## config.mk

```make
export PLATFORM = sky130hd
export DESIGN_NAME = ps2_host_link
export DESIGN_NICKNAME = d
export VERILOG_FILES = /design/src/pkg/ps2_link_pkg.sv /design/src/core/ps2_line_sampler.sv /design/src/core/ps2_host_link.sv
export SDC_FILE = /design/constraint.sdc
export NUM_CORES = 1
export LEC_CHECK = 0
export ABC_AREA = 1
export BUFFER_PORTS_ARGS = -buffer_cell sky130_fd_sc_hd__buf_2
export CAP_MARGIN = 20
export CORE_ASPECT_RATIO = 0.75
export CORE_MARGIN = 2
export CORE_UTILIZATION = 40
export CTS_BUF_LIST = sky130_fd_sc_hd__clkbuf_4 sky130_fd_sc_hd__clkbuf_8
export DETAILED_ROUTE_END_ITERATION = 10
export PLACE_DENSITY_LB_ADDON = 0.15
export SLEW_MARGIN = 10
export SYNTH_ARGS = -nofsm -noshare
export SYNTH_HDL_FRONTEND = slang
export SYNTH_SLANG_ARGS = --single-unit
```

## constraint.sdc

```tcl
create_clock -name clk -period 8.2 [get_ports clk]
set_clock_uncertainty 0.05 [all_clocks]
set_input_delay 0.82 -clock clk [delete_from_list [all_inputs] [get_ports clk]]
set_output_delay 0.82 -clock clk [all_outputs]
set_load 0.01 [all_outputs]
```

## src/pkg/ps2_link_pkg.sv

```systemverilog
package ps2_link_pkg;

  localparam int CHANNELS = 2;
  localparam int CH_KEYBOARD = 0;
  localparam int CH_POINTER = 1;

  // Clock rate and link times.
  localparam int CLK_FREQ_MHZ = 200;
  localparam int INHIBIT_TIME_US = 60;
  localparam int INHIBIT_CYCLES = INHIBIT_TIME_US * CLK_FREQ_MHZ;
  localparam int EDGE_TIMEOUT_US = 2000;
  localparam int EDGE_TIMEOUT_CYCLES = EDGE_TIMEOUT_US * CLK_FREQ_MHZ;
  localparam int TIMER_W = 20;

  // Register port: address bit 2 picks the channel, bits 1:0 the register.
  localparam int ADDR_W = 3;
  localparam int CH_SEL_BIT = 2;
  localparam logic [1:0] REG_DATA = 2'h0;
  localparam logic [1:0] REG_STATUS = 2'h1;
  localparam logic [1:0] REG_CONTROL = 2'h2;
  localparam logic [1:0] REG_INDICATORS = 2'h3;

  // Control register fields.
  localparam int CTRL_DISABLE = 0;
  localparam int CTRL_AUTO_RESEND = 1;
  localparam int CTRL_MODE_LSB = 2;
  localparam logic [7:0] CONTROL_RESET = 8'h0a;
  localparam logic [7:0] CONTROL_MASK = 8'h0f;

  // Status register fields.
  localparam int ST_RX_FULL = 0;
  localparam int ST_TX_BUSY = 1;
  localparam int ST_TX_DONE = 2;
  localparam int ST_TX_NACK = 3;
  localparam int ST_TIMEOUT = 4;
  localparam int ST_RX_ERROR = 5;
  localparam int ST_TX_REFUSED = 6;
  localparam int ST_RX_OVERRUN = 7;
  localparam logic [7:0] STATUS_W1C_MASK = 8'hfc;

  // Scan code sets.
  localparam logic [1:0] SCAN_MODE_1 = 2'h1;
  localparam logic [1:0] SCAN_MODE_2 = 2'h2;
  localparam logic [1:0] SCAN_MODE_3 = 2'h3;

  // Peripheral command codes.
  localparam logic [7:0] CMD_SET_INDICATORS = 8'hed;
  localparam logic [7:0] CMD_ECHO = 8'hee;
  localparam logic [7:0] CMD_SELECT_SCAN_SET = 8'hf0;
  localparam logic [7:0] CMD_READ_ID = 8'hf2;
  localparam logic [7:0] CMD_TYPEMATIC = 8'hf3;
  localparam logic [7:0] CMD_ENABLE = 8'hf4;
  localparam logic [7:0] CMD_RESEND = 8'hfe;
  localparam logic [7:0] CMD_RESET = 8'hff;
  localparam logic [7:0] NO_OPTION = 8'h00;
  localparam logic [7:0] TYPEMATIC_MASK = 8'h7f;
  localparam logic [2:0] INDICATORS_RESET = 3'h0;

  // Frame positions: start, eight data, parity, stop, then acknowledge.
  localparam logic [3:0] RX_LAST_BIT = 4'h9;
  localparam logic [3:0] TX_ACK_BIT = 4'ha;

  typedef struct packed {
    logic clk;
    logic data;
  } line_in_t;

  localparam line_in_t LINE_IDLE = 2'h3;

  typedef struct packed {
    logic clk_out;
    logic clk_oe;
    logic data_out;
    logic data_oe;
  } line_out_t;

  typedef struct packed {
    logic [ADDR_W-1:0] addr;
    logic [7:0] wdata;
    logic wr;
    logic rd;
  } reg_req_t;

  typedef enum logic [2:0] {
    ST_IDLE,
    ST_RECV,
    ST_INHIBIT,
    ST_SEND,
    ST_HOLD
  } link_state_t;

endpackage : ps2_link_pkg

```

## src/core/ps2_line_sampler.sv

```systemverilog
`timescale 1ns/1ps
`default_nettype none

// Brings the two link lines into the clock domain and marks clock falls.
module ps2_line_sampler (
  input wire logic clk,
  input wire logic reset,
  input wire ps2_link_pkg::line_in_t line,
  output ps2_link_pkg::line_in_t level,
  output logic clk_fall
);

  ps2_link_pkg::line_in_t meta;
  ps2_link_pkg::line_in_t sync;
  logic prev_clk;

  always_ff @(posedge clk or posedge reset) begin
    if (reset) begin
      meta <= ps2_link_pkg::LINE_IDLE;
      sync <= ps2_link_pkg::LINE_IDLE;
      prev_clk <= 1'b1;
    end else begin
      meta <= line;
      sync <= meta;
      prev_clk <= sync.clk;
    end
  end

  // Only the second stage is looked at, so metastability stays in the first.
  assign level = sync;
  assign clk_fall = prev_clk & ~sync.clk;

endmodule : ps2_line_sampler

`default_nettype wire

```

## src/core/ps2_host_link.sv

```systemverilog
`timescale 1ns/1ps
`default_nettype none

// Behaviour
// Hold the peripheral clock low at least 60 us before each command.
// A frame already coming in finishes before the controller starts sending.
// Start a send by pulling data low; the peripheral then clocks the start bit.
// Shift eight data bits out least significant first, one per clock.
// Follow the data with an odd parity bit.
// The peripheral pulls data low and clocks that back as acknowledge.
// After the stop bit, hold the clock low while the peripheral processes.
// Only the peripheral toggles the clock; the controller only holds it low.
// The peripheral answers a command with an acknowledge or a resend request.
// The keyboard channel raises interrupt line 1.
// The pointer channel works identically and raises interrupt line 12.
// Scan mode 1 is receive only; modes 2 and 3 are two-way; mode 2 default. Mode 1 refuses only software writes; hardware resends still go out.
// After EDh one option byte: bit 2 caps, bit 1 num, bit 0 scroll lock.
// An enabled peripheral echoes EEh with EEh.
// Codes EFh and F1h are not acknowledged.
// After F0h the option byte waits for the acknowledge; 01h-03h pick the mode.
// F2h stops scanning and returns two identification bytes.
// F3h option: bit 7 zero, bits 6:5 delay, bits 4:0 repeat period.
// F4h enables scanning, F5h defaults and halts, F6h defaults and scans.
// F7h to FDh clear the buffer and are valid only in mode 3.
// A bad frame from the peripheral makes the controller send FEh.
// FFh resets the peripheral, runs its self test and returns to mode 2.
// Release data high as stop bit, then release the clock afterwards.
// Abort and flag a timeout when expected clock edges stop coming.
module ps2_host_link #(
  parameter int unsigned INHIBIT_CYCLES = ps2_link_pkg::INHIBIT_CYCLES,
  parameter int unsigned EDGE_TIMEOUT_CYCLES = ps2_link_pkg::EDGE_TIMEOUT_CYCLES
) (
  input wire logic clk,
  input wire logic reset,
  input wire ps2_link_pkg::reg_req_t reg_req,
  output logic [7:0] reg_rdata,
  input wire ps2_link_pkg::line_in_t [ps2_link_pkg::CHANNELS-1:0] line_in,
  output wire ps2_link_pkg::line_out_t [ps2_link_pkg::CHANNELS-1:0] line_out,
  output wire logic keyboard_interrupt_line,
  output wire logic pointer_interrupt_line
);

  localparam int TW = ps2_link_pkg::TIMER_W;
  localparam logic [TW-1:0] INHIBIT_LAST = TW'(INHIBIT_CYCLES - 1);
  localparam logic [TW-1:0] TIMEOUT_LAST = TW'(EDGE_TIMEOUT_CYCLES - 1);

  wire logic [ps2_link_pkg::CHANNELS-1:0][7:0] ch_rdata;
  wire logic [ps2_link_pkg::CHANNELS-1:0] ch_rx_full;
  wire logic [7:0] chosen_rdata;

  assign chosen_rdata = ch_rdata[reg_req.addr[ps2_link_pkg::CH_SEL_BIT]];

  // Read data stand only in the cycle after the strobe, zero otherwise.
  always_ff @(posedge clk or posedge reset) begin
    if (reset) begin
      reg_rdata <= 8'h00;
    end else begin
      reg_rdata <= reg_req.rd ? chosen_rdata : 8'h00;
    end
  end

  // The interrupt lines follow the received-byte flag of each channel.
  assign keyboard_interrupt_line = ch_rx_full[ps2_link_pkg::CH_KEYBOARD];
  assign pointer_interrupt_line = ch_rx_full[ps2_link_pkg::CH_POINTER];

  // Both channels share one body, so the pointer link behaves as the keyboard link.
  for (genvar i = 0; i < ps2_link_pkg::CHANNELS; i++) begin : g_chan

    ps2_link_pkg::line_in_t level;
    logic clk_fall;
    ps2_link_pkg::link_state_t state;
    ps2_link_pkg::link_state_t next_state;
    logic [TW-1:0] timer;
    logic [TW-1:0] next_timer;
    logic [3:0] bit_cnt;
    logic [3:0] next_bit_cnt;
    logic [9:0] rx_shift;
    logic [7:0] rx_data;
    logic [7:0] tx_byte;
    logic [7:0] control;
    logic [7:0] sticky;
    logic [7:0] set_vec;
    logic [7:0] expect_opt;
    logic [2:0] indicators;
    logic rx_full;
    logic tx_pending;
    logic await_reply;

    ps2_line_sampler u_sampler (
      .clk(clk),
      .reset(reset),
      .line(line_in[i]),
      .level(level),
      .clk_fall(clk_fall)
    );

    // Register decode.
    wire logic sel = 32'(reg_req.addr[ps2_link_pkg::CH_SEL_BIT]) == i;
    wire logic [1:0] reg_idx = reg_req.addr[1:0];
    wire logic wr_data = sel & reg_req.wr & (reg_idx == ps2_link_pkg::REG_DATA);
    wire logic wr_status = sel & reg_req.wr & (reg_idx == ps2_link_pkg::REG_STATUS);
    wire logic wr_control = sel & reg_req.wr & (reg_idx == ps2_link_pkg::REG_CONTROL);
    wire logic rd_clears = sel & reg_req.rd & (reg_idx == ps2_link_pkg::REG_DATA);
    wire logic [7:0] w1c = wr_status ? (reg_req.wdata & ps2_link_pkg::STATUS_W1C_MASK) : 8'h00;

    wire logic disabled = control[ps2_link_pkg::CTRL_DISABLE];
    wire logic auto_resend = control[ps2_link_pkg::CTRL_AUTO_RESEND];
    wire logic [1:0] scan_mode = control[ps2_link_pkg::CTRL_MODE_LSB +: 2];

    wire logic timed_out = timer == TIMEOUT_LAST;
    wire logic inhibit_done = timer == INHIBIT_LAST;

    // Outgoing frame: start low, data from bit 0 up, odd parity, stop released.
    wire logic [10:0] tx_frame = {1'b1, ~^tx_byte, tx_byte, 1'b0};
    // In the hold state the count runs past the frame end; the send-state term masks that read.
    wire logic tx_level = tx_frame[bit_cnt];

    // Incoming frame: ten bits after the start bit, shifted in from the top.
    wire logic [9:0] rx_word = {level.data, rx_shift[9:1]};
    wire logic rx_ok = rx_word[9] & (^rx_word[8:0]);
    wire logic rx_start = (state == ps2_link_pkg::ST_IDLE) & clk_fall & ~level.data & ~disabled;
    wire logic rx_last = (state == ps2_link_pkg::ST_RECV) & clk_fall & (bit_cnt == ps2_link_pkg::RX_LAST_BIT);
    wire logic rx_good = rx_last & rx_ok;
    wire logic rx_bad = rx_last & ~rx_ok;
    wire logic rx_room = ~rx_full | rd_clears;

    // The acknowledge is the level sampled at the eleventh clock fall.
    wire logic ack_edge = (state == ps2_link_pkg::ST_SEND) & clk_fall & (bit_cnt == ps2_link_pkg::TX_ACK_BIT);
    wire logic tx_acked = ack_edge & ~level.data;
    wire logic tx_nacked = ack_edge & level.data;
    wire logic link_active = (state == ps2_link_pkg::ST_RECV) | (state == ps2_link_pkg::ST_SEND);
    wire logic link_timeout = link_active & timed_out & ~clk_fall;

    // A pending send only starts from idle, so an incoming frame runs to its end.
    wire logic tx_go = (state == ps2_link_pkg::ST_IDLE) & tx_pending & ~disabled & ~rx_start;

    // Hardware resends have priority over a software write in the same cycle.
    wire logic resend_err = rx_bad & auto_resend & ~tx_pending;
    wire logic resend_req = rx_good & (rx_word[7:0] == ps2_link_pkg::CMD_RESEND) & auto_resend & ~tx_pending;
    wire logic hw_load = resend_err | resend_req;
    wire logic mode_rx_only = scan_mode == ps2_link_pkg::SCAN_MODE_1;
    wire logic refuse = wr_data & (tx_pending | hw_load | await_reply | mode_rx_only);
    wire logic sw_load = wr_data & ~refuse;
    wire logic [7:0] sw_byte = (expect_opt == ps2_link_pkg::CMD_TYPEMATIC) ?
                               (reg_req.wdata & ps2_link_pkg::TYPEMATIC_MASK) : reg_req.wdata;

    wire logic takes_option = (tx_byte == ps2_link_pkg::CMD_SET_INDICATORS) |
                              (tx_byte == ps2_link_pkg::CMD_SELECT_SCAN_SET) |
                              (tx_byte == ps2_link_pkg::CMD_TYPEMATIC);
    wire logic opt_done = tx_acked & (expect_opt != ps2_link_pkg::NO_OPTION);
    wire logic scan_set_valid = (tx_byte[7:2] == 6'h00) & (tx_byte[1:0] != 2'h0);
    wire logic set_mode = opt_done & (expect_opt == ps2_link_pkg::CMD_SELECT_SCAN_SET) & scan_set_valid;
    wire logic reset_mode = tx_acked & ~opt_done & (tx_byte == ps2_link_pkg::CMD_RESET);

    always_comb begin
      next_state = state;
      next_timer = timer + 1'b1;
      next_bit_cnt = bit_cnt;
      unique case (state)
        ps2_link_pkg::ST_IDLE: begin
          next_timer = '0;
          if (rx_start) begin
            next_state = ps2_link_pkg::ST_RECV;
            next_bit_cnt = 4'h0;
          end else if (tx_go) begin
            next_state = ps2_link_pkg::ST_INHIBIT;
          end
        end
        ps2_link_pkg::ST_RECV: begin
          if (clk_fall) begin
            next_timer = '0;
            next_bit_cnt = bit_cnt + 4'h1;
            if (rx_last) begin
              next_state = ps2_link_pkg::ST_IDLE;
            end
          end else if (timed_out) begin
            next_state = ps2_link_pkg::ST_IDLE;
          end
        end
        ps2_link_pkg::ST_INHIBIT: begin
          if (inhibit_done) begin
            next_state = ps2_link_pkg::ST_SEND;
            next_timer = '0;
            next_bit_cnt = 4'h0;
          end
        end
        ps2_link_pkg::ST_SEND: begin
          if (clk_fall) begin
            next_timer = '0;
            next_bit_cnt = bit_cnt + 4'h1;
            if (ack_edge) begin
              next_state = ps2_link_pkg::ST_HOLD;
            end
          end else if (timed_out) begin
            next_state = ps2_link_pkg::ST_IDLE;
          end
        end
        // The hold reuses the inhibit count, so the peripheral gets as long to digest the byte.
        ps2_link_pkg::ST_HOLD: begin
          if (inhibit_done) begin
            next_state = ps2_link_pkg::ST_IDLE;
          end
        end
      endcase
    end

    always_ff @(posedge clk or posedge reset) begin
      if (reset) begin
        state <= ps2_link_pkg::ST_IDLE;
        timer <= '0;
        bit_cnt <= 4'h0;
      end else begin
        state <= next_state;
        timer <= next_timer;
        bit_cnt <= next_bit_cnt;
      end
    end

    always_ff @(posedge clk or posedge reset) begin
      if (reset) begin
        rx_shift <= 10'h000;
      end else if ((state == ps2_link_pkg::ST_RECV) & clk_fall) begin
        rx_shift <= rx_word;
      end
    end

    // A new byte landing in the cycle of the read wins over the clear.
    always_ff @(posedge clk or posedge reset) begin
      if (reset) begin
        rx_data <= 8'h00;
        rx_full <= 1'b0;
      end else if (rx_good & rx_room) begin
        rx_data <= rx_word[7:0];
        rx_full <= 1'b1;
      end else if (rd_clears) begin
        rx_full <= 1'b0;
      end
    end

    // On a resend request the last byte stays in place and goes out again.
    always_ff @(posedge clk or posedge reset) begin
      if (reset) begin
        tx_byte <= 8'h00;
      end else if (resend_err) begin
        tx_byte <= ps2_link_pkg::CMD_RESEND;
      end else if (sw_load) begin
        tx_byte <= sw_byte;
      end
    end

    always_ff @(posedge clk or posedge reset) begin
      if (reset) begin
        tx_pending <= 1'b0;
      end else if (hw_load | sw_load) begin
        tx_pending <= 1'b1;
      end else if (tx_acked | tx_nacked | ((state == ps2_link_pkg::ST_SEND) & link_timeout)) begin
        tx_pending <= 1'b0;
      end
    end

    // Commands that carry an option byte block further writes until a reply arrives.
    always_ff @(posedge clk or posedge reset) begin
      if (reset) begin
        expect_opt <= ps2_link_pkg::NO_OPTION;
        await_reply <= 1'b0;
      end else begin
        if (opt_done) begin
          expect_opt <= ps2_link_pkg::NO_OPTION;
        end else if (tx_acked & takes_option) begin
          expect_opt <= tx_byte;
        end
        if (tx_acked & ~opt_done & takes_option) begin
          await_reply <= 1'b1;
        end else if (rx_good | disabled) begin
          await_reply <= 1'b0;
        end
      end
    end

    always_ff @(posedge clk or posedge reset) begin
      if (reset) begin
        indicators <= ps2_link_pkg::INDICATORS_RESET;
      end else if (opt_done & (expect_opt == ps2_link_pkg::CMD_SET_INDICATORS)) begin
        indicators <= tx_byte[2:0];
      end
    end

    // The scan mode follows acknowledged mode commands, over any software write.
    always_ff @(posedge clk or posedge reset) begin
      if (reset) begin
        control <= ps2_link_pkg::CONTROL_RESET;
      end else if (set_mode) begin
        control[ps2_link_pkg::CTRL_MODE_LSB +: 2] <= tx_byte[1:0];
      end else if (reset_mode) begin
        control[ps2_link_pkg::CTRL_MODE_LSB +: 2] <= ps2_link_pkg::SCAN_MODE_2;
      end else if (wr_control) begin
        control <= reg_req.wdata & ps2_link_pkg::CONTROL_MASK;
      end
    end

    always_comb begin
      set_vec = 8'h00;
      set_vec[ps2_link_pkg::ST_TX_DONE] = tx_acked;
      set_vec[ps2_link_pkg::ST_TX_NACK] = tx_nacked;
      set_vec[ps2_link_pkg::ST_TIMEOUT] = link_timeout;
      set_vec[ps2_link_pkg::ST_RX_ERROR] = rx_bad;
      set_vec[ps2_link_pkg::ST_TX_REFUSED] = refuse;
      set_vec[ps2_link_pkg::ST_RX_OVERRUN] = rx_good & ~rx_room;
    end

    // Set wins over a write-one-to-clear in the same cycle.
    always_ff @(posedge clk or posedge reset) begin
      if (reset) begin
        sticky <= 8'h00;
      end else begin
        sticky <= (sticky & ~w1c) | set_vec;
      end
    end

    wire logic [7:0] status = sticky | (8'(tx_pending) << ps2_link_pkg::ST_TX_BUSY) |
                              (8'(rx_full) << ps2_link_pkg::ST_RX_FULL);

    assign ch_rdata[i] = (reg_idx == ps2_link_pkg::REG_DATA) ? rx_data :
                         (reg_idx == ps2_link_pkg::REG_STATUS) ? status :
                         (reg_idx == ps2_link_pkg::REG_CONTROL) ? control :
                         {5'h00, indicators};
    assign ch_rx_full[i] = rx_full;

    // The clock is only ever pulled low, never driven high or toggled.
    assign line_out[i].clk_out = 1'b0;
    assign line_out[i].clk_oe = disabled | (state == ps2_link_pkg::ST_INHIBIT) |
                                (state == ps2_link_pkg::ST_HOLD);
    assign line_out[i].data_out = 1'b0;
    assign line_out[i].data_oe = (state == ps2_link_pkg::ST_SEND) & ~tx_level;

  end

endmodule : ps2_host_link

`default_nettype wire

```

==> metrics.txt, run 1 <==
count of cell types in the netlist=48; clock tree from TritonCTS=yes; first-pass iteration count of the detailed router=5; number of slew-limit violations in the final report=0; Layout Area Growth over Synthesis=9.055%; time the final worst path needs with I/O delays and setup=around 3100 ps; number of stages on the worst hold path=0; slew at the pin closest to its max-slew limit=around 900 ps; cells taking the most area after synthesis=sky130_fd_sc_hd__dfrtp_1 (41%), sky130_fd_sc_hd__nand2_1 (9.6%), sky130_fd_sc_hd__inv_1 (5.6%); CTS H-Tree Depth=4; share of the synthesized area in the top cell type=about 41%; Seq. cell area=4272 um2; post-synthesis sequential element count=between 150 and 200; Die ar.=between 20000 and 30000 um2; Inserted Diodes=0; Setup crit end kind=output pin; NumNets Final=roughly 1300; Final HPWL DP=17430 um; fill count=2386; TritonCTS sink count=170; Worst Hold Launch=g_chan[1].u_sampler.meta[0]$_DFF_PP1_; GP Congestion=0.8767; Root Buffer=sky130_fd_sc_hd__clkbuf_8; Post-synth ARST share=between 90% and 100%; cell area after synthesis=9589 um2; GR Overflow Total=0; required arrival time at the worst endpoint=7330 ps; clock insertion delay at the later pin of the skew report=between 400 and 500 ps; post-detailed-route wirelength per cell=15.25 um; Post-synth top cells=sky130_fd_sc_hd__nand2_1 (245), sky130_fd_sc_hd__dfrtp_1 (156), sky130_fd_sc_hd__inv_1 (142); largest net degree at the start of global routing=just over 100; IO buf count=32; part of the Yosys area used for sequential elements=44.55%; first-pass GRT wire length=38820 um; critical register-to-register path endpoint=g_chan[0].rx_data[6]$_DFFE_PP0P_; unrepaired setup endpoints after global routing=false; initial antenna violation count=0; classification of the worst-slack hold path=reg2reg; drt initial violations=a little under 600; clk buf depth=2; Total Negative Setup Slacks=0 ps; cell-by-cell trace of the critical path=inv_1 -> ha_1 -> xor2_1 -> xnor2_1 -> o21ai_0 -> a41oi_1 -> buf_2; combined global-route utilization of all metal layers=19.38%; delay of the slowest cell on the worst path=480 ps; VDD IR max=117.9 uV; core area=23790 um2; arrival time worst endpoint=2260 ps; number of DRC violations after detailed routing=0; worst min-delay path endpoint=g_chan[1].u_sampler.level[0]$_DFF_PP1_; Leak=~4.9 nW; Register-to-Register Path Depth=9; number of resized instances in the post-cts repair step=0; die height=138.1 um; worst flop-to-flop path startpoint=g_chan[0].u_sampler.prev_clk$_DFF_PP1_; slowest CP cell=sky130_fd_sc_hd__dfrtp_1; EDFF count, synth=0; clock transition at the register clock pins on the worst setup and hold paths after CTS=90 ps; YS warnings=0; CTS Hold Bufs=0; category of the critical setup timing path=reg2out; worst relative slew slack=between 30 and 40%; cells after synthesis=approximately 1200; final hold violation count=0; status=finished, final reports clean; Pwr Total=0.002158 W; startpoint types=flip-flop; vias after detailed routing=7709; area of combinational cells with multiple inputs=4611 um2; most frequent cell after synthesis=sky130_fd_sc_hd__nand2_1; TritonCTS buffer count=17; number of ports placed on the die boundary=37; Crit path buffers/inverters=2; total of endpoints with negative setup slack in the final report=0; share of layout cells above drive strength 1=~16%; dominant delay contributor by cell family on the critical path=flip-flops; number of buffers inserted by post-CTS setup repair=0; Via density=5.062; r2r setup slk=just under 6000 ps; floorplan row count=between 40 and 50; via count of the first global-routing pass=7301; # Max-Cap Violations=0; cell taking the most area after synthesis=sky130_fd_sc_hd__dfrtp_1; maximum clock frequency=0.3200 GHz; Die X=about 180 um; Routed WL=23220 um; portion of the clock cycle consumed by the worst path in the final layout=38.11%; antenna viol nets, final=0; starting density of the core=40.31%; syn_area_per_cell=around 8 um2; pwr dens=206.4 nW/um2; crit path max fanout=6; predominant post-synthesis flop cell=sky130_fd_sc_hd__dfrtp_1
## power breakdown
group,switching [W],internal [W]
sequential,0.0000808,0.000912
combinational,0.000368,0.000158
clock,0.000328,0.000311
total,0.000776,0.00138
## metrics by stage
step / setup WS (ps) / area, um2 / util (%) / hold slack [ps] / cells
3_3_place_gp: 5519 / 10040 / 42.20 / 296.5 / 1491
3_5_place_dp: 5507 / 10040 / 42.20 / 296.8 / 1491
4_1_cts: 5033 / 10460 / 43.96 / 310.2 / 1523
6_report: 5075 / 10460 / 43.96 / 309.0 / 1523
5_1_grt: 4891 / 10460 / 43.96 / 318.7 / 1523
2_1_floorplan: 2750 / 9600 / - / 295.2 / 1169
## layout make-up
class / instances / share of cell area [%]
multi-input combinational: 822 / 44.09
inverter: 160 / 5.791
tap: 306 / 3.661
clock buffer: 18 / 2.369
clock inverter: 14 / 1.639
sequential: 170 / 40.85
timing repair buffer: 33 / 1.603
## flip-flops by register name, indices dropped and copies added, names as in the netlist, 8 cells and up
name and flops:
g_chan.bit_cnt 8, g_chan.control 8, g_chan.expect_opt 16, g_chan.rx_data 16, g_chan.rx_shift 18, g_chan.sticky 12, g_chan.timer 40, g_chan.tx_byte 16
reg_rdata 8
## routing by layer
layer  GRT usage, %  vias to the layer above  routed length (um)
li1               -                     3920                   -
met1          31.69                     3629               12780
met2          25.82                      145                9246
met3          3.793                       15                 955
met4          4.505                        0                 242
met5              0                        -                   0
## how the worst max path moves through the flow
stage	startpoint	to	depth (start not counted)	slack, ps
6_report	g_chan[1].tx_byte[0]$_DFFE_PP0P_	line_out[4]	7	5070
5_1_grt	g_chan[1].tx_byte[0]$_DFFE_PP0P_	line_out[4]	7	4890
4_1_cts	g_chan[1].tx_byte[0]$_DFFE_PP0P_	line_out[4]	7	5030
3_5_place_dp	reset	g_chan[1].rx_shift[1]$_DFFE_PP0P_	3	5510
3_3_place_gp	reset	g_chan[1].expect_opt[5]$_DFFE_PP0P_	3	5520
2_1_floorplan	reset	g_chan[0].await_reply$_DFFE_PP0P_	1	2750
## logic make-up (layout without fill, tap and decap cells)
group                      Yosys count  count (layout)  synth area share, %
AOI/OAI and AO/OA                  182             182                11.00
DFF                                170             170                44.55
xor gates and xnor gates            23              23                2.101
adders and majority gates           36              36                4.697
other                                1               4              0.03911
muxes                                1               1               0.1044
and+or+nand+nor                    576             576                30.02
buffers and inverters              177             225                7.489
## worst reg2reg max path: cells and delay by family (launching register included)
kind / cells / cell delay (ps)
simple gates: 6 / 1400
flops: 1 / 520
buf+inv: 2 / 150
compound gates: 1 / 60
## placed cells by master, fill, tap and decap left out, types with 4 or more instances in the layout
cell type	instances
sky130_fd_sc_hd__nor2_4	12
sky130_fd_sc_hd__o21ai_0	80
sky130_fd_sc_hd__nand3_2	11
sky130_fd_sc_hd__nor3_1	27
sky130_fd_sc_hd__o211ai_1	8
sky130_fd_sc_hd__xnor2_1	9
sky130_fd_sc_hd__dfrtp_1	156
sky130_fd_sc_hd__inv_1	141
sky130_fd_sc_hd__inv_2	17
sky130_fd_sc_hd__a32oi_1	4
sky130_fd_sc_hd__nand2_4	5
sky130_fd_sc_hd__nand2_2	16
sky130_fd_sc_hd__nand4_1	39
sky130_fd_sc_hd__o21ai_2	17
sky130_fd_sc_hd__nand3_1	91
sky130_fd_sc_hd__o21ai_1	22
sky130_fd_sc_hd__conb_1	4
sky130_fd_sc_hd__xor2_1	14
sky130_fd_sc_hd__clkbuf_8	18
sky130_fd_sc_hd__a21oi_1	27
sky130_fd_sc_hd__ha_1	36
sky130_fd_sc_hd__buf_2	32
sky130_fd_sc_hd__o22ai_1	12
sky130_fd_sc_hd__dfstp_2	14
sky130_fd_sc_hd__nor3_2	4
sky130_fd_sc_hd__nand2_1	245
sky130_fd_sc_hd__nor2_1	94
sky130_fd_sc_hd__a31oi_1	4
sky130_fd_sc_hd__nor2_2	15
No activity file was read; power rests on OpenSTA's default activity.
==> run 2: changes to the inputs <==
- clock period: 8.2 -> 3.1 ns (I/O delays scaled with it)
==> metrics.txt, run 2 (same netlist as run 1, synthesis figures left out) <==
Total Negative Setup Slacks=0 ps (unchanged); Die X=182.8 um (unchanged); CTS Hold Bufs=5 (+5); Layout Area Growth over Synthesis=9.734%; clock tree from TritonCTS=yes; # Max-Cap Violations=0 (unchanged); registers with the highest flip-flop counts=g_chan.timer: 40 flops, g_chan.rx_shift: 18 flops; clk buf depth=2 (unchanged); TritonCTS sink count=170 (unchanged); via count of the first global-routing pass=7246 (-0.75%); register bank with the most flops=g_chan.timer; vias after detailed routing=7805 (+1.2%); category of the critical setup timing path=reg2out; required arrival time at the worst endpoint=2740 ps (-4590 ps); CTS H-Tree Depth=4 (unchanged); final hold violation count=0 (unchanged); max FFs per register=40 (unchanged); post-route cell area=10520 um2 (+0.62%); starting density of the core=40.31% (unchanged); worst relative slew slack=53.45% (+14 points); die height=138.1 um (unchanged); drt initial violations=617 (+4.0%); Die ar.=25240 um2 (unchanged); portion of the clock cycle consumed by the worst path in the final layout=85.19%; status=finished, final reports clean; crit path max fanout=6 (unchanged); critical register-to-register path endpoint=g_chan[0].rx_data[2]$_DFFE_PP0P_; initial antenna violation count=0 (unchanged); startpoint types=flip-flop; r2r setup slk=860 ps (-5060 ps); maximum clock frequency=0.3787 GHz; number of resized instances in the post-cts repair step=0 (unchanged); worst min-delay path endpoint=g_chan[0].control[1]$_DFFE_PP1P_; number of DRC violations after detailed routing=0 (unchanged); clock insertion delay at the later pin of the skew report=480 ps (about the same); Via density=5.105 (+0.85%); number of stages on the worst hold path=3 (+3); number of buffers inserted by post-CTS setup repair=0 (unchanged); first-pass iteration count of the detailed router=5 (unchanged); core area=23790 um2 (unchanged); clock transition at the register clock pins on the worst setup and hold paths after CTS=90 ps (about the same); share of layout cells above drive strength 1=15.86% (about the same); combined global-route utilization of all metal layers=19.75% (+0.37 points); commonest cells after routing, fill and taps aside=sky130_fd_sc_hd__nand2_1 (245), sky130_fd_sc_hd__dfrtp_1 (156), sky130_fd_sc_hd__inv_1 (141), sky130_fd_sc_hd__nor2_1 (94), sky130_fd_sc_hd__nand3_1 (91); first-pass GRT wire length=39450 um (+1.6%); number of ports placed on the die boundary=37 (unchanged); unrepaired setup endpoints after global routing=false; VDD IR max=271.9 uV (+130%); Worst Hold Launch=reg_req[3]; classification of the worst-slack hold path=in2reg; time the final worst path needs with I/O delays and setup=2641 ps; Routed WL=23720 um (+2.1%); Setup crit end kind=output pin; Root Buffer=sky130_fd_sc_hd__clkbuf_8; antenna viol nets, final=0 (unchanged); total of endpoints with negative setup slack in the final report=0 (unchanged); slew at the pin closest to its max-slew limit=696.8 ps (-215.6 ps); Leak=4.924 nW (+0.22%); GP Congestion=0.8442 (-3.7%); NumNets Final=1265 (+0.48%); Inserted Diodes=0 (unchanged); Register-to-Register Path Depth=9 (unchanged); Final HPWL DP=17810 um (+2.2%); IO buf count=32 (unchanged); worst flop-to-flop path startpoint=g_chan[0].u_sampler.prev_clk$_DFF_PP1_; arrival time worst endpoint=2280 ps (+20 ps); number of slew-limit violations in the final report=0 (unchanged); placed inst area=10070 um2 (+0.31%); post-detailed-route wirelength per cell=15.51 um (+1.7%); TritonCTS buffer count=17 (unchanged); floorplan row count=49 (unchanged); GR Overflow Total=0 (unchanged); most common cell after layout, fill and taps aside=sky130_fd_sc_hd__nand2_1; pwr dens=539.6 nW/um2 (+160%); largest net degree at the start of global routing=76 (-25%)
==> run 2: cell types whose count changed in the layout (fill, tap and decap cells not counted), sizes merged <==
| cell | before | now |
|---|---|---|
| buf | 33 | 34 |
| bufinv | 3 | 2 |
| clkbuf | 18 | 20 |
| clkinv | 7 | 1 |
| clkinvlp | 3 | 7 |
| dlygate4sd3 | 0 | 5 |
| inv | 161 | 162 |
==> run 2: where the power goes <==
group | switching (W) | internal (W)
Sequential | 0.000216 | 0.00241
Clock | 0.000881 | 0.000764
Combinational | 0.000976 | 0.000427
Total | 0.00207 | 0.00360
==> run 2: cell type report <==
cell class	instances	area, um2
well taps	306	382.9
inverters	160	604.3
multi-input cells	822	4611
clock buffers	20	262.8
flip-flops and latches	170	4272
clock inverters	12	140.1
fillers	2411	13270
repair buffers	39	250.2
==> run 2: worst max path at each step <==
stage,start,to,slack (ps),cells past startpoint
floorplan,reset,g_chan[0].await_reply$_DFFE_PP0P_,580,1
global placement,g_chan[0].u_sampler.prev_clk$_DFF_PP1_,g_chan[0].rx_data[0]$_DFFE_PP0P_,890,9
detailed placement,g_chan[0].u_sampler.prev_clk$_DFF_PP1_,g_chan[0].rx_data[3]$_DFFE_PP0P_,860,9
CTS,g_chan[1].tx_byte[0]$_DFFE_PP0P_,line_out[4],430,7
global route,g_chan[1].tx_byte[0]$_DFFE_PP0P_,line_out[4],310,7
finish,g_chan[1].tx_byte[0]$_DFFE_PP0P_,line_out[4],460,7
==> run 2: worst max-delay path: stages, from the launching register on <==
cell,delay (ps)
sky130_fd_sc_hd__dfrtp_1,490
sky130_fd_sc_hd__inv_1,140
sky130_fd_sc_hd__ha_1,320
sky130_fd_sc_hd__xor2_1,180
sky130_fd_sc_hd__xnor2_1,150
sky130_fd_sc_hd__o21ai_0,110
sky130_fd_sc_hd__a41oi_1,230
sky130_fd_sc_hd__buf_2,180
==> run 2: metal layers <==
layer / global-route usage (%) / routed length [um] / up-vias
li1: - / - / 3934
met1: 33.17 / 13340 / 3717
met2: 25.80 / 9176 / 141
met3: 3.820 / 1031 / 13
met4: 3.621 / 178 / 0
met5: 0 / 0 / -
==> run 2: stage by stage <==
step / utilization, % / hold slack (ps) / power [W] / setup WS, ps / instances
floorplan: - / 264.5 / 0.003704 / 582.7 / 1169
global placement: 42.33 / 296.3 / 0.004072 / 888.3 / 1492
detailed placement: 42.33 / 296.8 / 0.004075 / 863.7 / 1492
CTS: 44.24 / 29.05 / 0.005751 / 428.3 / 1529
global route: 44.24 / 48.14 / 0.006070 / 311.0 / 1529
finish: 44.24 / 63.38 / 0.005678 / 459.2 / 1529
